==> config.mk <==
export PLATFORM = sky130hd
export DESIGN_NAME = arm_card_flat
export DESIGN_NICKNAME = d
export VERILOG_FILES = /design/src/hw/arm_pkg.sv /design/src/hw/arm_tf_if.sv /design/src/hw/arm_card.sv /design/src/hw/arm_addr_step.sv /design/src/flat_wrapper.sv
export VERILOG_INCLUDE_DIRS = /design/src /design/src/hw
export SDC_FILE = /design/constraint.sdc
export NUM_CORES = 1
export LEC_CHECK = 0
export BUFFER_PORTS_ARGS = -buffer_cell sky130_fd_sc_hd__clkbuf_2
export CORE_UTILIZATION = 55
export CTS_CLUSTER_SIZE = 14
export DETAILED_ROUTE_END_ITERATION = 8
export GPL_TIMING_DRIVEN = 0
export MAX_ROUTING_LAYER = met4
export PLACE_DENSITY = 0.79
export SYNTH_ARGS = -nofsm -noshare
export SYNTH_HDL_FRONTEND = slang
export SYNTH_SLANG_ARGS = --single-unit
export TNS_END_PERCENT = 10
==> constraint.sdc <==
create_clock -name aclk -period 3.8 [get_ports aclk]
set_clock_uncertainty 0.15 [all_clocks]
set_input_delay 0.57 -clock aclk [delete_from_list [all_inputs] [get_ports aclk]]
set_output_delay 0.57 -clock aclk [all_outputs]
set_load 0.005 [all_outputs]
==> src/hw/arm_params.svh <==
// Constants for the read-multiple task-file command block and its controller
`ifndef ARM_PARAMS_SVH
`define ARM_PARAMS_SVH

// Task-file register selects
`define ARM_SEL_FEATURE 3'h1
`define ARM_SEL_COUNT 3'h2
`define ARM_SEL_SECNUM 3'h3
`define ARM_SEL_CYL_LOW 3'h4
`define ARM_SEL_CYL_HIGH 3'h5
`define ARM_SEL_DRV_HEAD 3'h6
`define ARM_SEL_OPCODE 3'h7

// Opcodes
`define ARM_OP_READ_MULTIPLE 8'hC4
`define ARM_OP_SET_MULTIPLE 8'hC6

// Only block count that enables multiple mode
`define ARM_BLOCK_COUNT_ONE 8'h01

// Drive/head field positions
`define ARM_DH_LBA_BIT 6
`define ARM_DH_DRIVE_BIT 4

// Error register bit positions
`define ARM_ERR_UNC_BIT 6
`define ARM_ERR_IDNF_BIT 4
`define ARM_ERR_ABRT_BIT 2

// Words in one sector
`define ARM_SECTOR_WORDS 256

// Controller register offsets
`define ARM_REG_CTRL 8'h00
`define ARM_REG_ADDR 8'h04
`define ARM_REG_COUNT 8'h08
`define ARM_REG_RESULT 8'h0C
`define ARM_REG_LAST 8'h10
`define ARM_REG_IRQ_STAT 8'h14
`define ARM_REG_IRQ_MASK 8'h18

// Controller control bits and interrupt bits
`define ARM_CTRL_READ_BIT 0
`define ARM_CTRL_SETMULT_BIT 1
`define ARM_IRQ_DONE_BIT 0
`define ARM_IRQ_ERROR_BIT 1

// Reset values
`define ARM_RESET_ADDR 32'h0000_0000
`define ARM_RESET_COUNT 32'h0000_0101
`define ARM_RESET_MASK 2'h0

// AXI responses
`define ARM_RESP_OKAY 2'h0
`define ARM_RESP_SLVERR 2'h2

`endif

==> src/hw/arm_pkg.sv <==
// Types shared by both ends of the read-multiple block
package arm_pkg;
  // Device command sequencer
  typedef enum logic [2:0] {
    ARM_DEV_IDLE,
    ARM_DEV_DECODE,
    ARM_DEV_WORD_REQ,
    ARM_DEV_WORD_WAIT,
    ARM_DEV_WORD_HAND,
    ARM_DEV_SECTOR_END
  } arm_dev_state_type;

  // Controller sequencer
  typedef enum logic [1:0] {
    ARM_HOST_IDLE,
    ARM_HOST_LOAD,
    ARM_HOST_SETTLE,
    ARM_HOST_WAIT
  } arm_host_state_type;
endpackage

==> src/hw/arm_tf_if.sv <==
// Task-file link between the controller and the card
`timescale 1ns/100ps
interface arm_tf_if;
  // Task-file writes from the controller
  logic tf_wr;
  logic [2:0] tf_sel;
  logic [7:0] tf_wdata;
  // Task-file contents shown by the card
  logic [7:0] drive_condition;
  logic [7:0] fault_report;
  logic [7:0] sector_count_byte;
  logic [7:0] sector_number_byte;
  logic [7:0] cylinder_low_byte;
  logic [7:0] cylinder_high_byte;
  logic [7:0] drive_head_select;
  // Data words toward the controller
  logic [15:0] data_word;
  logic data_valid;
  logic data_ready;

  modport device (
    input tf_wr, tf_sel, tf_wdata, data_ready,
    output drive_condition, fault_report, sector_count_byte, sector_number_byte,
    output cylinder_low_byte, cylinder_high_byte, drive_head_select, data_word, data_valid
  );
  modport host (
    output tf_wr, tf_sel, tf_wdata, data_ready,
    input drive_condition, fault_report, sector_count_byte, sector_number_byte,
    input cylinder_low_byte, cylinder_high_byte, drive_head_select, data_word, data_valid
  );
endinterface

==> src/hw/arm_card.sv <==
// Card end: task file and read-multiple command sequencer
`timescale 1ns/100ps
`include "arm_params.svh"
module arm_card
  import arm_pkg::*;
#(
  parameter int SECTOR_WORDS = `ARM_SECTOR_WORDS,
  parameter int SECTORS_PER_TRACK = 63,
  parameter int HEADS = 16
) (
  // Clock and reset
  input wire logic aclk,
  input wire logic aresetn,
  // Task-file link
  arm_tf_if.device tf,
  // Media word requests
  output logic media_rd,
  output logic media_lba_mode,
  output logic [27:0] media_addr,
  // Media answers
  input wire logic media_valid,
  input wire logic [15:0] media_word,
  input wire logic media_unc,
  input wire logic media_corr,
  input wire logic media_idnf
);
  arm_dev_state_type state; // Sequencer state
  logic [7:0] opcode; // Last command written
  logic mult_en; // Multiple mode enabled
  logic bsy, drq, corr, err; // Status flags
  logic unc_flag, idnf_flag, abrt_flag; // Error flags
  logic [8:0] remaining; // Sectors still to move
  logic [8:0] word_cnt; // Words sent in this sector
  logic sec_unc, sec_idnf; // Faults seen in this sector
  logic [3:0] cur_head; // Current sector address
  logic [15:0] cur_cyl;
  logic [7:0] cur_sec;
  logic [3:0] step_head; // Address after the current one
  logic [15:0] step_cyl;
  logic [7:0] step_sec;

  // Decodes used by the sequencer
  wire host_wr = tf.tf_wr && !bsy && !drq;
  wire op_write = host_wr && (tf.tf_sel == `ARM_SEL_OPCODE);
  wire lba_mode = tf.drive_head_select[`ARM_DH_LBA_BIT];
  wire is_read_mult = (opcode == `ARM_OP_READ_MULTIPLE);
  wire is_set_mult = (opcode == `ARM_OP_SET_MULTIPLE);
  wire count_one = (tf.sector_count_byte == `ARM_BLOCK_COUNT_ONE);
  wire count_zero = (tf.sector_count_byte == 8'h00);
  // Zero count means the full 256 sectors
  wire [8:0] start_len = count_zero ? 9'h100 : {1'b0, tf.sector_count_byte};
  wire word_taken = tf.data_valid && tf.data_ready;
  wire last_word = (word_cnt == 9'(SECTOR_WORDS - 1));
  wire sec_bad = sec_unc || sec_idnf;

  // Address successor for the sector walk
  arm_addr_step #(
    .SECTORS_PER_TRACK(SECTORS_PER_TRACK),
    .HEADS(HEADS)
  ) u_step (
    .lba_mode(lba_mode),
    .head(cur_head),
    .cyl(cur_cyl),
    .sec(cur_sec),
    .next_head(step_head),
    .next_cyl(step_cyl),
    .next_sec(step_sec)
  );

  // Status byte: BSY DRDY DWF DSC DRQ CORR IDX ERR
  assign tf.drive_condition = {bsy, 1'b1, 1'b0, 1'b1, drq, corr, 1'b0, err};
  // Error byte: BBK MC MCR TKONF AMNF always zero
  assign tf.fault_report = {1'b0, unc_flag, 1'b0, idnf_flag, 1'b0, abrt_flag, 2'b00};

  // Host writes into the task file while the card is idle
  always_ff @(posedge aclk) begin
    if (!aresetn) begin
      tf.sector_count_byte <= 8'h01;
      tf.sector_number_byte <= 8'h01;
      tf.cylinder_low_byte <= 8'h00;
      tf.cylinder_high_byte <= 8'h00;
      tf.drive_head_select <= 8'h00;
      opcode <= 8'h00;
    end else if (host_wr) begin
      case (tf.tf_sel)
        `ARM_SEL_COUNT: tf.sector_count_byte <= tf.tf_wdata;
        `ARM_SEL_SECNUM: tf.sector_number_byte <= tf.tf_wdata;
        `ARM_SEL_CYL_LOW: tf.cylinder_low_byte <= tf.tf_wdata;
        `ARM_SEL_CYL_HIGH: tf.cylinder_high_byte <= tf.tf_wdata;
        `ARM_SEL_DRV_HEAD: tf.drive_head_select <= tf.tf_wdata;
        `ARM_SEL_OPCODE: opcode <= tf.tf_wdata;
        default: begin
          // Feature byte is not used by this command
        end
      endcase
    end else if (state == ARM_DEV_SECTOR_END) begin
      if (sec_bad) begin
        tf.sector_count_byte <= remaining[7:0];
      end else begin
        // Last good sector becomes visible in the task file
        tf.sector_number_byte <= cur_sec;
        tf.cylinder_low_byte <= cur_cyl[7:0];
        tf.cylinder_high_byte <= cur_cyl[15:8];
        tf.drive_head_select <= {tf.drive_head_select[7:4], cur_head};
        tf.sector_count_byte <= 8'(remaining - 9'h001);
      end
    end
  end

  // Command sequencer
  always_ff @(posedge aclk) begin
    if (!aresetn) begin
      state <= ARM_DEV_IDLE;
      mult_en <= 1'b0;
      bsy <= 1'b0;
      drq <= 1'b0;
      corr <= 1'b0;
      err <= 1'b0;
      unc_flag <= 1'b0;
      idnf_flag <= 1'b0;
      abrt_flag <= 1'b0;
      remaining <= 9'h000;
      word_cnt <= 9'h000;
      sec_unc <= 1'b0;
      sec_idnf <= 1'b0;
      cur_head <= 4'h0;
      cur_cyl <= 16'h0000;
      cur_sec <= 8'h00;
      media_rd <= 1'b0;
      tf.data_valid <= 1'b0;
      tf.data_word <= 16'h0000;
    end else begin
      media_rd <= 1'b0;
      case (state)
        ARM_DEV_IDLE: begin
          // Opcode write starts a command and clears old outcome
          if (op_write) begin
            bsy <= 1'b1;
            corr <= 1'b0;
            err <= 1'b0;
            unc_flag <= 1'b0;
            idnf_flag <= 1'b0;
            abrt_flag <= 1'b0;
            state <= ARM_DEV_DECODE;
          end
        end
        ARM_DEV_DECODE: begin
          // Start address taken from the task file
          cur_head <= tf.drive_head_select[3:0];
          cur_cyl <= {tf.cylinder_high_byte, tf.cylinder_low_byte};
          cur_sec <= tf.sector_number_byte;
          remaining <= start_len;
          word_cnt <= 9'h000;
          if (is_read_mult && mult_en) begin
            state <= ARM_DEV_WORD_REQ;
          end else if (is_set_mult && (count_one || count_zero)) begin
            // Zero disables, one enables; larger blocks are refused
            mult_en <= count_one;
            bsy <= 1'b0;
            state <= ARM_DEV_IDLE;
          end else begin
            // Refused command ends with no data moved
            if (is_set_mult) begin
              mult_en <= 1'b0;
            end
            abrt_flag <= 1'b1;
            err <= 1'b1;
            bsy <= 1'b0;
            state <= ARM_DEV_IDLE;
          end
        end
        ARM_DEV_WORD_REQ: begin
          // Ask the media for the next word
          media_rd <= 1'b1;
          state <= ARM_DEV_WORD_WAIT;
        end
        ARM_DEV_WORD_WAIT: begin
          if (media_valid) begin
            tf.data_word <= media_word;
            tf.data_valid <= 1'b1;
            // Block stays open for the whole sector, no pause between words
            bsy <= 1'b0;
            drq <= 1'b1;
            if (media_unc) begin
              sec_unc <= 1'b1;
            end
            if (media_idnf) begin
              sec_idnf <= 1'b1;
            end
            if (media_corr) begin
              corr <= 1'b1;
            end
            state <= ARM_DEV_WORD_HAND;
          end
        end
        ARM_DEV_WORD_HAND: begin
          // Word held until the controller takes it
          if (word_taken) begin
            tf.data_valid <= 1'b0;
            if (last_word) begin
              // Block count is one, so each sector closes a block
              drq <= 1'b0;
              bsy <= 1'b1;
              state <= ARM_DEV_SECTOR_END;
            end else begin
              word_cnt <= word_cnt + 9'h001;
              state <= ARM_DEV_WORD_REQ;
            end
          end
        end
        ARM_DEV_SECTOR_END: begin
          word_cnt <= 9'h000;
          sec_unc <= 1'b0;
          sec_idnf <= 1'b0;
          if (sec_bad) begin
            // Unrecoverable sector ends the command
            unc_flag <= sec_unc;
            idnf_flag <= sec_idnf;
            err <= 1'b1;
            bsy <= 1'b0;
            state <= ARM_DEV_IDLE;
          end else begin
            cur_head <= step_head;
            cur_cyl <= step_cyl;
            cur_sec <= step_sec;
            remaining <= remaining - 9'h001;
            if (remaining == 9'h001) begin
              bsy <= 1'b0;
              state <= ARM_DEV_IDLE;
            end else begin
              state <= ARM_DEV_WORD_REQ;
            end
          end
        end
        default: begin
          state <= ARM_DEV_IDLE;
        end
      endcase
    end
  end

  // Media address follows the sector in progress
  always_ff @(posedge aclk) begin
    if (!aresetn) begin
      media_addr <= 28'h000_0000;
      media_lba_mode <= 1'b0;
    end else begin
      media_addr <= {cur_head, cur_cyl, cur_sec};
      media_lba_mode <= lba_mode;
    end
  end
endmodule // arm_card

==> src/hw/arm_addr_step.sv <==
// Next sector address in CHS or LBA form
`timescale 1ns/100ps
module arm_addr_step #(
  parameter int SECTORS_PER_TRACK = 63,
  parameter int HEADS = 16
) (
  // Current address
  input wire logic lba_mode,
  input wire logic [3:0] head,
  input wire logic [15:0] cyl,
  input wire logic [7:0] sec,
  // Following address
  output logic [3:0] next_head,
  output logic [15:0] next_cyl,
  output logic [7:0] next_sec
);
  // LBA view of the address and its successor
  wire [27:0] lba = {head, cyl, sec};
  wire [27:0] lba_inc = lba + 28'h000_0001;
  // CHS wrap points
  wire sec_wrap = (sec == 8'(SECTORS_PER_TRACK));
  wire head_wrap = (head == 4'(HEADS - 1));
  wire [3:0] chs_head = sec_wrap ? (head_wrap ? 4'h0 : head + 4'h1) : head;
  wire [15:0] chs_cyl = (sec_wrap && head_wrap) ? cyl + 16'h0001 : cyl;
  wire [7:0] chs_sec = sec_wrap ? 8'h01 : sec + 8'h01;

  // Pick form by mode
  assign next_head = lba_mode ? lba_inc[27:24] : chs_head;
  assign next_cyl = lba_mode ? lba_inc[23:8] : chs_cyl;
  assign next_sec = lba_mode ? lba_inc[7:0] : chs_sec;
endmodule // arm_addr_step

==> src/flat_wrapper.sv <==
// flat-port wrapper written by rule: the top's interface ports become plain ports
module arm_card_flat import arm_pkg::*;
#(
  parameter int SECTOR_WORDS = `ARM_SECTOR_WORDS,
  parameter int SECTORS_PER_TRACK = 63,
  parameter int HEADS = 16
)
  (aclk, aresetn, media_rd, media_lba_mode, media_addr, media_valid, media_word, media_unc, media_corr, media_idnf, tf_tf_wr, tf_tf_sel, tf_tf_wdata, tf_data_ready, tf_drive_condition, tf_fault_report, tf_sector_count_byte, tf_sector_number_byte, tf_cylinder_low_byte, tf_cylinder_high_byte, tf_drive_head_select, tf_data_word, tf_data_valid);
  arm_tf_if tf_i ();
  input wire logic aclk;
  input wire logic aresetn;
  output logic media_rd;
  output logic media_lba_mode;
  output logic [27:0] media_addr;
  input wire logic media_valid;
  input wire logic [15:0] media_word;
  input wire logic media_unc;
  input wire logic media_corr;
  input wire logic media_idnf;
  input wire logic [$bits(tf_i.tf_wr)-1:0] tf_tf_wr;
  input wire logic [$bits(tf_i.tf_sel)-1:0] tf_tf_sel;
  input wire logic [$bits(tf_i.tf_wdata)-1:0] tf_tf_wdata;
  input wire logic [$bits(tf_i.data_ready)-1:0] tf_data_ready;
  output wire logic [$bits(tf_i.drive_condition)-1:0] tf_drive_condition;
  output wire logic [$bits(tf_i.fault_report)-1:0] tf_fault_report;
  output wire logic [$bits(tf_i.sector_count_byte)-1:0] tf_sector_count_byte;
  output wire logic [$bits(tf_i.sector_number_byte)-1:0] tf_sector_number_byte;
  output wire logic [$bits(tf_i.cylinder_low_byte)-1:0] tf_cylinder_low_byte;
  output wire logic [$bits(tf_i.cylinder_high_byte)-1:0] tf_cylinder_high_byte;
  output wire logic [$bits(tf_i.drive_head_select)-1:0] tf_drive_head_select;
  output wire logic [$bits(tf_i.data_word)-1:0] tf_data_word;
  output wire logic [$bits(tf_i.data_valid)-1:0] tf_data_valid;
  assign tf_i.tf_wr = tf_tf_wr;
  assign tf_i.tf_sel = tf_tf_sel;
  assign tf_i.tf_wdata = tf_tf_wdata;
  assign tf_i.data_ready = tf_data_ready;
  assign tf_drive_condition = tf_i.drive_condition;
  assign tf_fault_report = tf_i.fault_report;
  assign tf_sector_count_byte = tf_i.sector_count_byte;
  assign tf_sector_number_byte = tf_i.sector_number_byte;
  assign tf_cylinder_low_byte = tf_i.cylinder_low_byte;
  assign tf_cylinder_high_byte = tf_i.cylinder_high_byte;
  assign tf_drive_head_select = tf_i.drive_head_select;
  assign tf_data_word = tf_i.data_word;
  assign tf_data_valid = tf_i.data_valid;
  arm_card #(.SECTOR_WORDS(SECTOR_WORDS), .SECTORS_PER_TRACK(SECTORS_PER_TRACK), .HEADS(HEADS)) u_core (.aclk(aclk), .aresetn(aresetn), .tf(tf_i), .media_rd(media_rd), .media_lba_mode(media_lba_mode), .media_addr(media_addr), .media_valid(media_valid), .media_word(media_word), .media_unc(media_unc), .media_corr(media_corr), .media_idnf(media_idnf));
endmodule
# Word-level counts from Yosys, hierarchy flattened

Index checks and enable logic that the tools add are counted.

Bitwise logic cells: 1
Reduce and logical (&&, ||, !) cells: 48
Eq/ne operators: 39
Muxes and demuxes: 83
Add/sub/neg operators: 6

Operators by type and width:

| operator                                             | count |
|---|---|
| two-way mux 8 bit                                    | 22 |
| two-way mux 16 bit                                   | 3 |
| AND reduction 3 bit                                  | 13 |
| two-way mux 9 bit                                    | 4 |
| case mux 9 bit (2 select lines)                      | 2 |
| case mux 16 bit (2 select lines)                     | 1 |
| adder 28 x 1 -> 28 bit (second input constant)       | 1 |
| two-way mux 1 bit                                    | 26 |
| != test 2 bit (second input constant)                | 13 |
| two-way mux 4 bit                                    | 5 |
| equality test 3 bit (second input constant)          | 6 |
| case mux 3 bit (6 select lines)                      | 1 |
| nonzero test 2 bit                                   | 9 |
| adder 16 x 1 -> 16 bit (second input constant)       | 1 |
| equality test 8 bit (second input constant)          | 2 |
| case mux 1 bit (2 select lines)                      | 8 |
| case mux 8 bit (2 select lines)                      | 1 |
| two-way mux 3 bit                                    | 5 |
| equality test 3 x 2 -> 1 bit (second input constant) | 4 |
| AND reduction 4 bit                                  | 3 |
| != test 2 x 1 -> 1 bit (second input constant)       | 5 |
| AND reduction 2 bit                                  | 5 |
| adder 9 x 1 -> 9 bit (second input constant)         | 1 |
| equality test 9 x 1 -> 1 bit (second input constant) | 1 |
| other kinds (24)                                     | 35 |

Logic and storage cells: 205
Register bits: 154

# Logic depth before layout (Yosys ltp)

Depth after elaboration: 6
Depth in mapped cells: 10
Mapped depth without buffers: 9

# By module

From an unflattened synthesis, not the netlist that was laid out.

Cell total of the unflattened synthesis: 900
Area, all modules: 7358.3 µm²

Modules (own cells, without submodules):

| module        | cells an instance | area an instance (µm²) | times used |
|---|---|---|---|
| arm_card      | 775               | 6536.3                 | 1 |
| arm_addr_step | 125               | 822.0                  | 1 |

# Worst setup path before layout

OpenSTA, ideal clock, no wires.

Kind: register to register
Start point: register u_core.word_cnt[0]
End point: register u_core.word_cnt[4]
Setup slack: 1.618 ns
Library setup time: 0.121 ns
Stages on the path, launching flop included: 11
Clock period less this slack: 2.182 ns
Data arrival time: 1.910 ns
Data required time: 3.529 ns
Path buffers: 1
Path through: dfxtp_1 > ha_1 > and3_1 > and3_1 > ha_1 > nand4b_1 > a21oi_1 > buf_2 > nand4_1 > xor2_1 > nor2_1

Word-level cells in the longest chain between the ends: 4
Elaborated cells on any way between the ends: 7
Classes of those cells: 1 x add/sub; 2 x eq/ne; 3 x mux; 1 x reduce/logical

Ends and longest elaborated chain:

| what                            | line            | source |
|---|---|---|
| from (decl)                     | arm_card.sv:33  | `logic [8:0] word_cnt;` |
| from (signal assigned)          | arm_card.sv:206 | `word_cnt <= word_cnt + 9'h001;` |
| adder 9 x 1 -> 9 bit            | arm_card.sv:206 |  |
| two-way mux 9 bit               | arm_card.sv:200 | `if (last_word) begin` |
| two-way mux 9 bit               | arm_card.sv:198 | `if (word_taken) begin` |
| case mux 9 bit (2 select lines) | arm_card.sv:134 | `case (state)` |

Parallel ways exist; a longest one is shown, timed or not. The select of a mux whose other input is x is not followed.
A chain may end at the register's enable or synchronous reset.

# Worst setup path in the final report

Same ends and word-level chain as after synthesis.

==> impl_metrics.yaml <==
sta:
  hold_viol: 0
  setup_viol: 0
  fin_hold_ws_ns: 0.1985
  drv_slew: 0
  fin_crit_ns: 2.533
  tightest_slew_ns: 0.8187
  rsz0062_at_grt: "no"
  tns_ns: 0
  period_share_pct: 66.67
  max_freq_ghz: 0.3947
  slew_headroom_pct: 45.42
die:
  die_h_um: 118.4
  rows: 42
  ioPinCount: 138
  die_w_um: 118.4
  start_util_pct: 56.25
  core_area_um2: 13240
  dieArea_um2: 14010
yosys:
  avgSynthCellArea_um2: 8.223
  synth_compound_area_share_pct: 23.11
  netlist_instances: 906
  async_flop_share_pct: 0
  muxShareOfSynthArea_pct: 1.209
  synth-warning-count: 0
  synth_ff_type: "dfxtp_1"
  yosys.area_share.simple_pct: 23.88
  synth-xor-area-share_pct: 1.764
  synth_fa_ha_area_share_pct: 1.176
  yosysUniqueCellTypes: 84
  synth.cell_area_um2: 7450
  synth-edff-count: 0
  ys_seq_area_share_pct: 41.38
  ys_ff_latch: 154
  synth_top_family_by_area: "simple AND/OR/NAND/NOR gates"
clock_network:
  htreeDepth: 4
  cts_tree: "built"
  cts_setup_buffers: 0
  cts.hold.buffers_added: 0
  cts_inserted_buffers: 17
  insertion_delay_ns: 0.44
  clock_sinks: 154
  root_buffer: "clkbuf_16"
  cts.repair.resized: 0
  cts_buffer_depth: 2
  clkTransAtPathRegs_ns: 0.06
routing:
  drc: 1
  antenna_left: 0
  vias_per_cell: 5.944
  routed_wl_um: 23540
  drt_pass1_iterations: 7
  drt_iter0_drc: 861
  num_vias: 7406
  detail_route.wl_per_cell_um: 18.90
global_route:
  gr-total-overflow: 0
  grt_max_degree: 17
  track_usage_pct: 34.53
  antenna_found_initial: 0
  grt_pass1_wl_um: 35870
  grt_pass1_vias: 6726
layout:
  nets: 1102
  fill_cells: 1157
  multi_input_area_um2: 3844
  num_antenna_cells: 0
  seqCellArea_um2: 3083
  drive_gt1_share_pct: 20.93
  syn_to_final_growth_pct: 19.90
  final_common_cell: "dfxtp_1"
  final_cell_mix: "154 x dfxtp_1, 129 x clkbuf_2, 101 x nand2_1"
setup_path:
  cpLargestDelayFamily: "simple AND/OR/NAND/NOR gates"
  crit_fanout: 10
  required_ns: 3.97
  path_buf_inv: 1
  path_cells: "ha_1 > and3_1 > and3_1 > ha_1 > nand4b_1 > a21oi_1 > buf_2 > nand4_1 > xor2_1 > nor2_1"
  critPathLaunchType: "flip-flop"
  end_kind: "flip-flop"
  path_class: "reg2reg"
  cpMaxStageDelayCell: "dfxtp_1"
  crit_path_max_incr_delay_ns: 0.33
  arrival_ns: 2.71
place:
  place.gp.congestion: 0.9630
  io_buffer_count: 128
  dpl.hpwl_um: 16590
hold_path:
  hp-class: "in2reg"
run_status:
  outcome: "finished, violations left"
  violations: "design-rule violations"
job:
  maxCapViolCount: 0
power_and_ir_drop:
  p_leak_nw: 3.594
  power_density_nw_per_um2: 411.7
  irDropWorstVdd_uv: 275.0
## worst paths after layout
kind / to / from / cells after the start / slack [ns]
min reg2reg: u_core.tf.data_word[3] / u_core.tf.data_word[3] / 2 / 0.30
max reg2reg: u_core.word_cnt[4] / u_core.word_cnt[0] / 10 / 1.27
min: u_core.tf.data_word[11] / media_word[11] / 3 / 0.20
max: u_core.word_cnt[4] / u_core.word_cnt[0] / 10 / 1.27
## routing by layer
layer	vias up	track usage, %	routed length [um]	part of all wire (%)
met5	-	-	0	0
met4	0	16.38	957	4.1
met3	76	8.060	2398	10
met2	422	51.88	10410	44
met1	3388	43.88	9780	42
li1	3520	-	-	-
## metrics by stage
stage               cell area (um^2)  worst slack, ns  cells  power (mW)  util, %
floorplan                       7476            1.618    913       1.834        -
finish                          8932            1.267   1246       3.678    67.45
global route                    8932            1.108   1246       3.762    67.45
CTS                             8932            1.278   1246       3.670    67.45
global placement                8337            1.355   1217       1.938    62.95
detailed placement              8337            1.318   1217       1.940    62.95
## cell families (layout without fill, tap and decap cells)
group                      Yosys count  count (layout)
muxes                                9               9
other                                2               9
and+or+nand+nor                    355             355
adders and majority gates            7               7
buffers and inverters               97             254
xor gates and xnor gates            15              15
DFF                                154             154
AOI/OAI and AO/OA                  267             267
## cell type report
| class | count | share of cell area, % |
|---|---|---|
| plain buffers | 82 | 5.519 |
| clock buffers | 20 | 5.001 |
| clock inverters | 9 | 1.667 |
| inverters | 15 | 0.6303 |
| multi-input cells | 662 | 43.03 |
| flip-flops and latches | 154 | 34.51 |
| well taps | 176 | 2.465 |
| repair buffers | 128 | 7.172 |
## where the power goes
part	leakage (nW)	internal (mW)	switching, mW	total [mW]
combinational	2.05	0.0909	0.163	0.253
sequential	1.24	1.64	0.0233	1.66
clock	0.295	1.10	0.663	1.76
total	3.59	2.83	0.849	3.68
## state kept, by name, summed over array words and instances, names as in the netlist, 3 cells and up
| register | count |
|---|---|
| u_core.state | 3 |
| u_core.cur_head | 4 |
| u_core.tf.data_word | 16 |
| u_core.tf.cylinder_low_byte | 8 |
| u_core.word_cnt | 9 |
| u_core.media_addr | 28 |
| u_core.tf.drive_head_select | 8 |
| u_core.remaining | 9 |
| u_core.tf.cylinder_high_byte | 8 |
| u_core.cur_sec | 8 |
| u_core.tf.sector_count_byte | 8 |
| u_core.tf.sector_number_byte | 8 |
| u_core.opcode | 8 |
| u_core.cur_cyl | 16 |
## tightest hold or removal path, delay by kind of cell
family,cells,cell delay [ns]
buf+inv,1,0.08
simple gates,1,0.04
compound gates,1,0.05
## synth_stat cells, drive strengths merged, types with 4 or more instances
library cell	count	area share, %
o211ai	8	0.81
nand2b	4	0.34
buf	40	3.6
nor2b	6	0.50
nor2	92	4.6
a211oi	32	3.3
o21ai	58	4.0
dfxtp	154	41
inv	15	0.76
o41ai	4	0.72
ha	7	1.2
nor4	5	0.71
nand4	20	1.8
xor2	7	0.82
and2	39	3.3
mux2i	9	1.2
a22oi	6	0.60
xnor2	8	0.94
a21oi	101	6.9
clkbuf	41	2.9
nand2	103	5.3
o31a	6	0.71
nor3b	9	1.0
nand3	28	2.0
o31ai	5	0.82
and3	14	1.2
nor3	22	1.5
a31oi	11	0.92
(Power assumes the default switching activity.)
